===== config.mk =====
export PLATFORM = sky130hd
export DESIGN_NAME = mcuc_core
export DESIGN_NICKNAME = d
export VERILOG_FILES = /design/src/rtl/mcuc_pkg.sv /design/src/rtl/mcuc_alu_if.sv /design/src/rtl/mcuc_alu.sv /design/src/rtl/mcuc_core.sv /design/src/rtl/mcuc_dmem.sv
export SDC_FILE = /design/constraint.sdc
export NUM_CORES = 1
export LEC_CHECK = 0
export ABC_AREA = 1
export BUFFER_PORTS_ARGS = -buffer_cell sky130_fd_sc_hd__buf_4
export CELL_PAD_IN_SITES_DETAIL_PLACEMENT = 1
export CELL_PAD_IN_SITES_GLOBAL_PLACEMENT = 2
export CORE_UTILIZATION = 37
export DETAILED_ROUTE_END_ITERATION = 10
export PLACE_DENSITY = 0.79
export SLEW_MARGIN = 10
export SYNTH_ARGS = -nofsm -noshare
export SYNTH_HDL_FRONTEND = slang
export SYNTH_SLANG_ARGS = --single-unit

===== constraint.sdc =====
create_clock -name mclk_i -period 4.1 [get_ports mclk_i]
set_input_delay 0.82 -clock mclk_i [delete_from_list [all_inputs] [get_ports mclk_i]]
set_output_delay 0.82 -clock mclk_i [all_outputs]
set_load 0.01 [all_outputs]

===== src/rtl/mcuc_pkg.sv =====
`default_nettype none

package mcuc_pkg;

    // ----------------------------------------------------------------
    // Widths and timing
    // ----------------------------------------------------------------
    localparam int PC_W = 10;
    localparam int IR_W = 14;
    localparam int DADDR_W = 7;
    localparam int PHASE_W = 2;
    localparam int SYSCLK_PER_INSTR = 4;
    localparam logic [PHASE_W-1:0] PH_FETCH = 2'h0;
    localparam logic [PHASE_W-1:0] PH_READ = 2'h1;
    localparam logic [PHASE_W-1:0] PH_LAST = 2'(SYSCLK_PER_INSTR - 1);
    localparam int RAM_DEPTH = 32;

    // ----------------------------------------------------------------
    // Data memory map
    // ----------------------------------------------------------------
    localparam logic [DADDR_W-1:0] ADDR_PCL = 7'h02;
    localparam logic [DADDR_W-1:0] ADDR_TBLH = 7'h08;
    localparam logic [DADDR_W-1:0] ADDR_STATUS = 7'h0A;
    localparam logic [DADDR_W-1:0] ADDR_PORT_OUT = 7'h12;
    localparam logic [DADDR_W-1:0] ADDR_PORT_IN = 7'h13;
    localparam logic [1:0] RAM_PAGE = 2'h2;

    // ----------------------------------------------------------------
    // Status bit positions and reset values
    // ----------------------------------------------------------------
    localparam int ST_C = 0;
    localparam int ST_AC = 1;
    localparam int ST_Z = 2;
    localparam int ST_OV = 3;
    localparam logic [3:0] STATUS_RST = 4'h0;
    localparam logic [PC_W-1:0] PC_RST = 10'h000;
    localparam logic [7:0] PORT_RST = 8'hFF;

    // ----------------------------------------------------------------
    // Instruction fields and groups
    // ----------------------------------------------------------------
    localparam int F_GRP_HI = 13;
    localparam int F_GRP_LO = 12;
    localparam int F_OP_HI = 11;
    localparam int F_OP_LO = 8;
    localparam int F_DEST = 7;
    localparam int F_BOP_HI = 11;
    localparam int F_BOP_LO = 10;
    localparam int F_BIT_HI = 9;
    localparam int F_BIT_LO = 7;
    localparam int F_CALL = 11;
    localparam logic [1:0] GRP_MEM = 2'h0;
    localparam logic [1:0] GRP_BIT = 2'h1;
    localparam logic [1:0] GRP_IMM = 2'h2;
    localparam logic [1:0] GRP_BRA = 2'h3;
    localparam logic [3:0] MEM_TABLE_READ = 4'hF;
    localparam logic [3:0] IMM_RET = 4'h2;
    localparam logic [3:0] IMM_GO_BACK_FROM_INTERRUPT = 4'h4;
    localparam logic [3:0] IMM_SKIP_ZERO = 4'h8;
    localparam logic [1:0] BOP_SET = 2'h0;
    localparam logic [1:0] BOP_CLR = 2'h1;
    localparam logic [1:0] BOP_SKIP_SET = 2'h2;
    localparam logic [1:0] BOP_SKIP_CLR = 2'h3;

    // Operation codes shared by the instruction field and the ALU
    typedef enum logic [3:0] {
        MCUC_TRANSFER_DATA = 4'h0,
        MCUC_ADD = 4'h1,
        MCUC_ADD_CARRY = 4'h2,
        MCUC_SUB = 4'h3,
        MCUC_SUB_CARRY = 4'h4,
        MCUC_AND = 4'h5,
        MCUC_OR = 4'h6,
        MCUC_XOR = 4'h7,
        MCUC_COMPLEMENT = 4'h8,
        MCUC_PLUS_ONE = 4'h9,
        MCUC_MINUS_ONE = 4'hA,
        MCUC_ROTATE_RIGHT = 4'hB,
        MCUC_ROTATE_LEFT = 4'hC,
        MCUC_ROTATE_RIGHT_VIA_CARRY = 4'hD,
        MCUC_ROTATE_LEFT_VIA_CARRY = 4'hE,
        MCUC_PASS_WORKING = 4'hF
    } mcuc_alu_op_t;

    // Whole core state, registered as one word
    typedef struct packed {
        logic [PHASE_W-1:0] phase;
        logic [PC_W-1:0] pc;
        logic [PC_W-1:0] pm_addr;
        logic [PC_W-1:0] ret_addr;
        logic [IR_W-1:0] ir;
        logic ir_valid;
        logic [7:0] working_register;
        logic [3:0] status;
        logic [5:0] tblh;
        logic [7:0] mval;
        logic [7:0] port_out;
        logic [7:0] sync1;
        logic [7:0] sync2;
        logic [7:0] sync3;
        logic [7:0] port_in;
    } mcuc_state_t;

endpackage

`default_nettype wire

===== src/rtl/mcuc_alu_if.sv =====
`default_nettype none

// Operands in, result and flags out
interface mcuc_alu_if;
    mcuc_pkg::mcuc_alu_op_t op;
    logic [7:0] operand;
    logic [7:0] working;
    logic carry_in;
    logic [7:0] result;
    logic carry;
    logic aux_carry;
    logic overflow;
    logic zero;
    logic [3:0] flag_mask;

    modport core (output op, operand, working, carry_in,
                  input result, carry, aux_carry, overflow, zero, flag_mask);
    modport alu (input op, operand, working, carry_in,
                 output result, carry, aux_carry, overflow, zero, flag_mask);
endinterface

`default_nettype wire


===== src/rtl/mcuc_alu.sv =====
`default_nettype none

module mcuc_alu (
    // Operation port
    mcuc_alu_if.alu a
);
    logic [8:0] sum;
    logic [4:0] nib;
    logic [7:0] addend;
    logic add_cin;
    logic is_arith;
    logic is_sub;

    // ----------------------------------------------------------------
    // Adder front end
    // ----------------------------------------------------------------
    // Subtract is working minus operand, done as add of the inverse
    always_comb begin
        is_sub = (a.op == mcuc_pkg::MCUC_SUB) || (a.op == mcuc_pkg::MCUC_SUB_CARRY);
        is_arith = is_sub || (a.op == mcuc_pkg::MCUC_ADD) || (a.op == mcuc_pkg::MCUC_ADD_CARRY);
        addend = is_sub ? ~a.operand : a.operand;
        case (a.op)
            mcuc_pkg::MCUC_SUB: add_cin = 1'b1;
            mcuc_pkg::MCUC_ADD_CARRY, mcuc_pkg::MCUC_SUB_CARRY: add_cin = a.carry_in;
            default: add_cin = 1'b0;
        endcase
        sum = {1'b0, a.working} + {1'b0, addend} + {8'h00, add_cin};
        nib = {1'b0, a.working[3:0]} + {1'b0, addend[3:0]} + {4'h0, add_cin};
    end

    // ----------------------------------------------------------------
    // Result and flags
    // ----------------------------------------------------------------
    always_comb begin
        a.result = a.operand;
        a.carry = a.carry_in;
        a.flag_mask = 4'h0;
        case (a.op)
            mcuc_pkg::MCUC_TRANSFER_DATA: a.result = a.operand;
            mcuc_pkg::MCUC_PASS_WORKING: a.result = a.working;
            mcuc_pkg::MCUC_ADD, mcuc_pkg::MCUC_ADD_CARRY,
            mcuc_pkg::MCUC_SUB, mcuc_pkg::MCUC_SUB_CARRY: begin
                a.result = sum[7:0];
                a.carry = sum[8];
                a.flag_mask = 4'hF;
            end
            mcuc_pkg::MCUC_AND: begin
                a.result = a.working & a.operand;
                a.flag_mask[mcuc_pkg::ST_Z] = 1'b1;
            end
            mcuc_pkg::MCUC_OR: begin
                a.result = a.working | a.operand;
                a.flag_mask[mcuc_pkg::ST_Z] = 1'b1;
            end
            mcuc_pkg::MCUC_XOR: begin
                a.result = a.working ^ a.operand;
                a.flag_mask[mcuc_pkg::ST_Z] = 1'b1;
            end
            mcuc_pkg::MCUC_COMPLEMENT: begin
                a.result = ~a.operand;
                a.flag_mask[mcuc_pkg::ST_Z] = 1'b1;
            end
            mcuc_pkg::MCUC_PLUS_ONE: begin
                a.result = a.operand + 8'h01;
                a.flag_mask[mcuc_pkg::ST_Z] = 1'b1;
            end
            mcuc_pkg::MCUC_MINUS_ONE: begin
                a.result = a.operand - 8'h01;
                a.flag_mask[mcuc_pkg::ST_Z] = 1'b1;
            end
            // Plain rotates touch no flag at all
            mcuc_pkg::MCUC_ROTATE_RIGHT: a.result = {a.operand[0], a.operand[7:1]};
            mcuc_pkg::MCUC_ROTATE_LEFT: a.result = {a.operand[6:0], a.operand[7]};
            mcuc_pkg::MCUC_ROTATE_RIGHT_VIA_CARRY: begin
                a.result = {a.carry_in, a.operand[7:1]};
                a.carry = a.operand[0];
                a.flag_mask[mcuc_pkg::ST_C] = 1'b1;
            end
            mcuc_pkg::MCUC_ROTATE_LEFT_VIA_CARRY: begin
                a.result = {a.operand[6:0], a.carry_in};
                a.carry = a.operand[7];
                a.flag_mask[mcuc_pkg::ST_C] = 1'b1;
            end
            default: a.result = a.operand;
        endcase
        a.zero = (a.result == 8'h00);
        a.aux_carry = is_arith ? nib[4] : 1'b0;
        a.overflow = is_arith ? ((a.working[7] == addend[7]) && (sum[7] != a.working[7])) : 1'b0;
    end
endmodule // mcuc_alu

`default_nettype wire


===== src/rtl/mcuc_core.sv =====
`default_nettype none

// Summary of operation
// - Ordinary instructions take one instruction cycle; jumps, calls, returns and table reads take two.
// - Each instruction cycle is exactly four system clock periods.
// - Writing the program counter low byte jumps there and costs one extra instruction cycle.
// - A conditional skip takes one cycle when not skipping and one more when it skips.
// - Moves go memory to working register, working register to memory, and immediate to working register.
// - Add sets carry above 255, subtract signals borrow below zero, both in the carry flag.
// - Increment and decrement change the value by exactly one, result to memory or working register.
// - AND, OR, XOR and complement exist and set the zero flag when the result is zero.
// - Rotates move one bit left or right; through-carry forms swap the outgoing bit with carry.
// - A call saves the address after itself and a return resumes exactly there.
// - A jump loads the target and saves no return address.
// - Conditional branches test a memory value or one bit and then execute or skip the next word.
// - Bit set and clear change one bit of a location, ports included, and keep the rest.
// - Add and subtract, with or without carry, update zero, carry, auxiliary carry and overflow.
// - Plain right rotate keeps all flags; right rotate through carry changes carry only.
// - AND, OR and XOR touch only the zero flag.
module mcuc_core #(
    parameter int RAM_WORDS = mcuc_pkg::RAM_DEPTH
) (
    // Clock and reset
    input wire logic mclk_i,
    input wire logic reset_i,
    // Program memory, word sampled in the fourth clock after the address
    output logic [mcuc_pkg::PC_W-1:0] pm_addr_o,
    input wire logic [mcuc_pkg::IR_W-1:0] pm_data_i,
    // General purpose port
    input wire logic [7:0] port_i,
    output logic [7:0] port_o,
    // Observation
    output logic [7:0] working_register_o,
    output logic [3:0] status_o,
    output logic retire_o
);
    localparam int RAM_AW = $clog2(RAM_WORDS);

    mcuc_pkg::mcuc_state_t s_q;
    mcuc_pkg::mcuc_state_t s_d;
    mcuc_alu_if alu_bus ();

    logic [mcuc_pkg::DADDR_W-1:0] ir_m;
    logic [1:0] grp;
    logic [3:0] opf;
    logic [1:0] bop;
    logic [2:0] bit_sel;
    logic [7:0] imm;
    logic [7:0] ram_rdata;
    logic [7:0] operand_rd;
    logic ram_sel;
    logic ram_we;
    logic mem_we;
    logic [mcuc_pkg::DADDR_W-1:0] mem_waddr;
    logic [7:0] mem_wdata;
    logic redirect;
    logic skip;
    logic [mcuc_pkg::PC_W-1:0] target;
    logic exec;

    // ----------------------------------------------------------------
    // Field split of the word being executed
    // ----------------------------------------------------------------
    assign grp = s_q.ir[mcuc_pkg::F_GRP_HI:mcuc_pkg::F_GRP_LO];
    assign opf = s_q.ir[mcuc_pkg::F_OP_HI:mcuc_pkg::F_OP_LO];
    assign bop = s_q.ir[mcuc_pkg::F_BOP_HI:mcuc_pkg::F_BOP_LO];
    assign bit_sel = s_q.ir[mcuc_pkg::F_BIT_HI:mcuc_pkg::F_BIT_LO];
    assign imm = s_q.ir[7:0];
    assign ir_m = s_q.ir[mcuc_pkg::DADDR_W-1:0];
    assign ram_sel = (ir_m[6:5] == mcuc_pkg::RAM_PAGE);
    assign exec = s_q.ir_valid && (s_q.phase == mcuc_pkg::PH_LAST);

    // ----------------------------------------------------------------
    // Sub-blocks
    // ----------------------------------------------------------------
    mcuc_dmem #(
        .WIDTH(8),
        .DEPTH(RAM_WORDS)
    ) u_dmem (
        .mclk_i(mclk_i),
        .we_i(ram_we),
        .waddr_i(mem_waddr[RAM_AW-1:0]),
        .wdata_i(mem_wdata),
        .raddr_i(ir_m[RAM_AW-1:0]),
        .rdata_o(ram_rdata)
    );

    mcuc_alu u_alu (
        .a(alu_bus.alu)
    );

    // ----------------------------------------------------------------
    // Operand read mux, special registers before RAM
    // ----------------------------------------------------------------
    // Port output latch and pins sit at separate addresses so bit
    // changes work on the latch, not on a pin pulled by the load
    always_comb begin
        case (ir_m)
            mcuc_pkg::ADDR_PCL: operand_rd = s_q.pc[7:0];
            mcuc_pkg::ADDR_TBLH: operand_rd = {2'h0, s_q.tblh};
            mcuc_pkg::ADDR_STATUS: operand_rd = {4'h0, s_q.status};
            mcuc_pkg::ADDR_PORT_OUT: operand_rd = s_q.port_out;
            mcuc_pkg::ADDR_PORT_IN: operand_rd = s_q.port_in;
            default: operand_rd = ram_sel ? ram_rdata : 8'h00;
        endcase
    end

    // ----------------------------------------------------------------
    // ALU operand selection
    // ----------------------------------------------------------------
    always_comb begin
        alu_bus.working = s_q.working_register;
        alu_bus.carry_in = s_q.status[mcuc_pkg::ST_C];
        alu_bus.operand = (grp == mcuc_pkg::GRP_IMM) ? imm : s_q.mval;
        alu_bus.op = mcuc_pkg::mcuc_alu_op_t'(opf);
        // Working register into memory reuses the transfer code
        if ((grp == mcuc_pkg::GRP_MEM) && (opf == 4'(mcuc_pkg::MCUC_TRANSFER_DATA))
                && s_q.ir[mcuc_pkg::F_DEST]) begin
            alu_bus.op = mcuc_pkg::MCUC_PASS_WORKING;
        end
    end

    // ----------------------------------------------------------------
    // Next state
    // ----------------------------------------------------------------
    always_comb begin
        s_d = s_q;
        mem_we = 1'b0;
        mem_waddr = ir_m;
        mem_wdata = alu_bus.result;
        redirect = 1'b0;
        skip = 1'b0;
        target = s_q.pc;

        // Pin synchroniser, accepted once the last two stages agree
        s_d.sync1 = port_i;
        s_d.sync2 = s_q.sync1;
        s_d.sync3 = s_q.sync2;
        for (int i = 0; i < 8; i++) begin
            if (s_q.sync2[i] == s_q.sync3[i]) begin
                s_d.port_in[i] = s_q.sync3[i];
            end
        end

        // Four clock phases per instruction cycle
        s_d.phase = s_q.phase + 2'h1;

        // Operand captured two edges after the RAM address settles
        if (s_q.phase == mcuc_pkg::PH_READ) begin
            s_d.mval = operand_rd;
        end

        if (exec) begin
            case (grp)
                mcuc_pkg::GRP_MEM: begin
                    if (opf == mcuc_pkg::MEM_TABLE_READ) begin
                        // Bus was lent to the table, so the prefetch is gone
                        mem_we = 1'b1;
                        mem_wdata = pm_data_i[7:0];
                        s_d.tblh = pm_data_i[13:8];
                        redirect = 1'b1;
                        target = s_q.pc;
                    end else begin
                        if (s_q.ir[mcuc_pkg::F_DEST]) begin
                            mem_we = 1'b1;
                        end else begin
                            s_d.working_register = alu_bus.result;
                        end
                        for (int f = 0; f < 4; f++) begin
                            if (alu_bus.flag_mask[f]) begin
                                s_d.status[f] = (f == mcuc_pkg::ST_C) ? alu_bus.carry :
                                                (f == mcuc_pkg::ST_AC) ? alu_bus.aux_carry :
                                                (f == mcuc_pkg::ST_Z) ? alu_bus.zero :
                                                alu_bus.overflow;
                            end
                        end
                    end
                end
                mcuc_pkg::GRP_BIT: begin
                    case (bop)
                        mcuc_pkg::BOP_SET: begin
                            mem_we = 1'b1;
                            mem_wdata = s_q.mval | (8'h01 << bit_sel);
                        end
                        mcuc_pkg::BOP_CLR: begin
                            mem_we = 1'b1;
                            mem_wdata = s_q.mval & ~(8'h01 << bit_sel);
                        end
                        mcuc_pkg::BOP_SKIP_SET: skip = s_q.mval[bit_sel];
                        mcuc_pkg::BOP_SKIP_CLR: skip = !s_q.mval[bit_sel];
                        default: skip = 1'b0;
                    endcase
                end
                mcuc_pkg::GRP_IMM: begin
                    case (opf)
                        mcuc_pkg::IMM_RET, mcuc_pkg::IMM_GO_BACK_FROM_INTERRUPT: begin
                            redirect = 1'b1;
                            target = s_q.ret_addr;
                        end
                        mcuc_pkg::IMM_SKIP_ZERO: begin
                            skip = (s_q.mval == 8'h00);
                        end
                        4'(mcuc_pkg::MCUC_TRANSFER_DATA), 4'(mcuc_pkg::MCUC_ADD),
                        4'(mcuc_pkg::MCUC_SUB), 4'(mcuc_pkg::MCUC_AND),
                        4'(mcuc_pkg::MCUC_OR), 4'(mcuc_pkg::MCUC_XOR): begin
                            s_d.working_register = alu_bus.result;
                            for (int f = 0; f < 4; f++) begin
                                if (alu_bus.flag_mask[f]) begin
                                    s_d.status[f] = (f == mcuc_pkg::ST_C) ? alu_bus.carry :
                                                    (f == mcuc_pkg::ST_AC) ? alu_bus.aux_carry :
                                                    (f == mcuc_pkg::ST_Z) ? alu_bus.zero :
                                                    alu_bus.overflow;
                                end
                            end
                        end
                        default: skip = 1'b0;
                    endcase
                end
                mcuc_pkg::GRP_BRA: begin
                    redirect = 1'b1;
                    target = s_q.ir[mcuc_pkg::PC_W-1:0];
                    if (s_q.ir[mcuc_pkg::F_CALL]) begin
                        // Prefetch address is already the word after the call
                        s_d.ret_addr = s_q.pc;
                    end
                end
                default: skip = 1'b0;
            endcase

            // Special register writes
            if (mem_we) begin
                case (mem_waddr)
                    mcuc_pkg::ADDR_PCL: begin
                        redirect = 1'b1;
                        target = {s_q.pc[mcuc_pkg::PC_W-1:8], mem_wdata};
                    end
                    mcuc_pkg::ADDR_STATUS: begin
                        if (!(|alu_bus.flag_mask) || (grp != mcuc_pkg::GRP_MEM)) begin
                            s_d.status = mem_wdata[3:0];
                        end
                    end
                    mcuc_pkg::ADDR_PORT_OUT: s_d.port_out = mem_wdata;
                    default: s_d.port_out = s_d.port_out;
                endcase
            end
        end

        // Fetch pipeline at the end of every instruction cycle
        if (s_q.phase == mcuc_pkg::PH_LAST) begin
            if (redirect) begin
                s_d.ir_valid = 1'b0;
                s_d.pc = target;
            end else if (skip) begin
                s_d.ir_valid = 1'b0;
                s_d.pc = s_q.pc + 10'h001;
            end else begin
                s_d.ir = pm_data_i;
                s_d.ir_valid = 1'b1;
                s_d.pc = s_q.pc + 10'h001;
            end
            // Table read borrows the program bus for its own cycle
            if (!redirect && !skip && (pm_data_i[13:12] == mcuc_pkg::GRP_MEM)
                    && (pm_data_i[11:8] == mcuc_pkg::MEM_TABLE_READ)) begin
                s_d.pm_addr = {s_q.pc[mcuc_pkg::PC_W-1:8], s_d.working_register};
            end else begin
                s_d.pm_addr = s_d.pc;
            end
        end
    end

    assign ram_we = mem_we && exec && ram_sel && (mem_waddr[6:5] == mcuc_pkg::RAM_PAGE);

    // ----------------------------------------------------------------
    // State register
    // ----------------------------------------------------------------
    always_ff @(posedge mclk_i) begin
        if (reset_i) begin
            s_q <= '0;
            s_q.pc <= mcuc_pkg::PC_RST;
            s_q.pm_addr <= mcuc_pkg::PC_RST;
            s_q.status <= mcuc_pkg::STATUS_RST;
            s_q.port_out <= mcuc_pkg::PORT_RST;
        end else begin
            s_q <= s_d;
        end
    end

    // ----------------------------------------------------------------
    // Outputs
    // ----------------------------------------------------------------
    assign pm_addr_o = s_q.pm_addr;
    assign port_o = s_q.port_out;
    assign working_register_o = s_q.working_register;
    assign status_o = s_q.status;
    assign retire_o = exec; // Pulse in the last clock of an executed word
endmodule // mcuc_core

`default_nettype wire


===== src/rtl/mcuc_dmem.sv =====
`default_nettype none

module mcuc_dmem #(
    parameter int WIDTH = 8,
    parameter int DEPTH = 32
) (
    // Clock
    input wire logic mclk_i,
    // Write port
    input wire logic we_i,
    input wire logic [$clog2(DEPTH)-1:0] waddr_i,
    input wire logic [WIDTH-1:0] wdata_i,
    // Read port, data one edge after the address
    input wire logic [$clog2(DEPTH)-1:0] raddr_i,
    output logic [WIDTH-1:0] rdata_o
);
    logic [WIDTH-1:0] mem [DEPTH];

    // ----------------------------------------------------------------
    // Storage
    // ----------------------------------------------------------------
    // No reset: general purpose RAM powers up undefined
    always_ff @(posedge mclk_i) begin
        if (we_i) begin
            mem[waddr_i] <= wdata_i;
        end
        rdata_o <= mem[raddr_i];
    end
endmodule // mcuc_dmem

`default_nettype wire


==> results.md <==
- Post-DP HPWL: roughly 43000 µm
- CP Cell Sequence: inv_1 > ha_1 > buf_4 > nand2_1 > o21ai_2 > inv_1 > fa_1 > xnor2_1 > o21ai_0 > nor3_1 > nand3_1 > nand3_1 > nand2_1 > nand2_1 > nand2_1 > nand2_1 > nand3_1 > nand2_1 > a21oi_1
- Ys flop type: edfxtp_1
- Port bufs: 54
- CTS Hold Buffers Added: 0
- GRT Residual Overflow: 0
- Leak: between 7 and 8 nW
- Design area: 20300 µm²
- Full die area: 48900 µm²
- Detailed-route via count: approximately 14k
- Post-synth ARST share: 0
- Power per Cell Area: between 400 and 500 nW/µm²
- Dominant cell type by area after synthesis: edfxtp_1
- Post-synthesis sequential element count: 377
- CP bufs+invs: 3
- Sequential element share of the synthesized area: 0.569
- Layout cell share with drive strength beyond 1: 0.127
- Antenna fix cells: 0
- Net Count, Synth: 1910
- Worst Clk Skew: 0.0385 ns
- Worst R2R Setup Slack: 0.23 ns
- Crit path max-delay family: simple AND/OR/NAND/NOR gates
- Placed cell areas: 18900 µm²
- Setup WS pre-CTS: 0.241 ns
- Crit-path most repeated cell: nand2_1
- Placement Rows: 79
- Post-synth top cells: nand2_1, edfxtp_1, inv_1
- Worst slew pin tran: ~1.1 ns
- Top Layer Used: met4
- Num ports: 55
- Post-Synthesis Cells: 1847
- CTS sink cnt: 377
- CTS Buf Count: between 40 and 50
- WHS Path Cells: 2
- Die height: roughly 220 µm
- Setup bufs post-CTS: 0
- Minimum clock period: 3.87 ns
- Final worst path period share: 0.943
- Largest net degree at the start of global routing: 67
- WP data required: 4.49 ns
- Global-route wire length before repair: 90300 µm
- Nets: 1966
- Clk slew on worst S/H paths: 0.06 ns
- # DRC: 0
- H-tree depth: 2
- Crit Path Category: reg -> reg
- Worst slew margin: 0.289
- Post-route ant nets: 0
- Area Growth Syn to Fin: 14.0%
- Initial Util: 0.379
- WP depth: 19
- Setup TNS: 0 ns
- CP Capture Type: flop
- Vias in the first global route: roughly 14k
- Synth area leaders: edfxtp_1, dfxtp_1, nand2_1
- Gp weighted congestion: 0.940
- Clock Latency Late Sink: 0.58 ns
- Post-Syn Area: 17800 µm²
- Final setup fails: 0
- Area of the core: 47000 µm²
- RSZ-0062 raised after global routing: false
- Critical-path top delay cell: fa_1
- Min-delay worst type: reg -> reg
- YS warnings: 0
- Initial DRC Count: between 1k and 1.5k
- TritonCTS clock tree: built
- Wire per inst: 23.5 µm
- Hold Startpoint: s_d[17]
- Max Buffers Root-to-Sink: 3
- Post-synthesis cell type count: between 40 and 50
- WL met1: between 20000 and 30000 µm
- Final wirelength: 59900 µm
- WP data arrival: 4.26 ns
- Met2 Routed Length: 28400 µm
- Max-slew violation count: 0
- F_max: 259 MHz
- Top cell type's share of synthesized area: 0.432
- Via density: around 5.6
- WHS Endpoint: s_d[9]
- Reg2reg end: pm_addr_o[2]
- Syn Area/Cell: 9.62 µm²
- Die width: 221 µm
- Cts repair resizes: 0
- Root buffer cell: clkbuf_16
- Critical path's largest stage delay: ~0.5 ns
- Initial antenna violation count: 0
- Reg2Reg Depth: 19
- Final WS setup: 0.234 ns
- Drt first pass iters: 5
- Final hold viol count: 0
- Top-count cell post-synth: nand2_1
- Status: complete, no violations
- Max FO, Critical Path: 9
- Max_cap viols: 0
- Startpoint types: flop
- EDFF count, synth: 256
- Reg2reg start: grp[0]
- WL met3: 2940 µm
- Worst ir drop on vdd: 0.383 mV
- Gr usage total: 0.243
worst reg2reg max path, cell delays in order (launching register included):
cell	delay, ns
dfxtp_1	0.33
inv_1	0.11
ha_1	0.34
buf_4	0.24
nand2_1	0.09
o21ai_2	0.12
inv_1	0.21
fa_1	0.51
xnor2_1	0.26
o21ai_0	0.13
nor3_1	0.18
nand3_1	0.22
nand3_1	0.18
nand2_1	0.19
nand2_1	0.16
nand2_1	0.06
nand2_1	0.11
nand3_1	0.12
nand2_1	0.08
a21oi_1	0.06
layout make-up:
class / instances / area (µm²)
flip-flops and latches: 377 / 10100
clock buffers: 52 / 1080
multi-input cells: 1167 / 6420
well taps: 607 / 759
fillers: 5274 / 26700
clock inverters: 24 / 238
inverters: 196 / 751
repair buffers: 120 / 917
cells by family after synthesis:
kind of cell,synth area share
and+or+nand+nor,0.159
AOI/OAI and AO/OA,0.163
DFF,0.569
buffers and inverters,0.0742
adders and majority gates,0.0287
xor gates and xnor gates,0.00640
power by group:
part           internal (mW)  switching [mW]
clock network           2.07            1.56
logic                  0.312           0.905
registers               4.30          0.0479
placed cells by master (no fill, tap or decap), drive strengths merged, types with 27 or more instances in the layout:
cell,synthesis,final
a21oi,165,165
a22oi,131,131
buf,57,120
clkbuf,50,52
dfxtp,121,121
edfxtp,256,256
ha,36,36
inv,196,198
nand2,335,335
nand3,96,96
nor2,162,162
o211ai,27,27
o21ai,100,100
worst max path at each step:
stage               slack [ns]   start          endpoint
floorplan                 0.04  grp[0]  u_dmem.mem[0][7]
global placement          0.30  grp[0]      pm_addr_o[5]
detailed placement        0.24  grp[0]      pm_addr_o[7]
CTS                       0.20  grp[0]      pm_addr_o[7]
global route             0.006  grp[0]      pm_addr_o[7]
finish                    0.23  grp[0]      pm_addr_o[2]
per-stage QoR:
step	hold slack, ns	power [mW]	std cells	util
2_1_floorplan	0.388	5.08	1847	-
3_3_place_gp	0.395	5.60	2467	0.403
3_5_place_dp	0.395	5.64	2467	0.403
4_1_cts	0.404	9.26	2543	0.431
5_1_grt	0.417	9.48	2543	0.432
6_report	0.402	9.20	2543	0.432
layer usage:
layer | track usage | up-vias
met5 | 0 | -
met4 | 0.0756 | 0
met3 | 0.0272 | 87
met2 | 0.404 | 405
met1 | 0.333 | 7153
li1 | - | 6597
sequential cells by signal, summed over array words and instances (netlist names), 3 cells and up:
signal	count
s_d	16
port_o	8
imm	7
pm_addr_o	10
u_dmem.mem	256
status_o	4
s_q	53
bit_sel	3
u_dmem.rdata_o	8
working_register_o	8
Note: power is estimated with default switching activity, not from simulation.
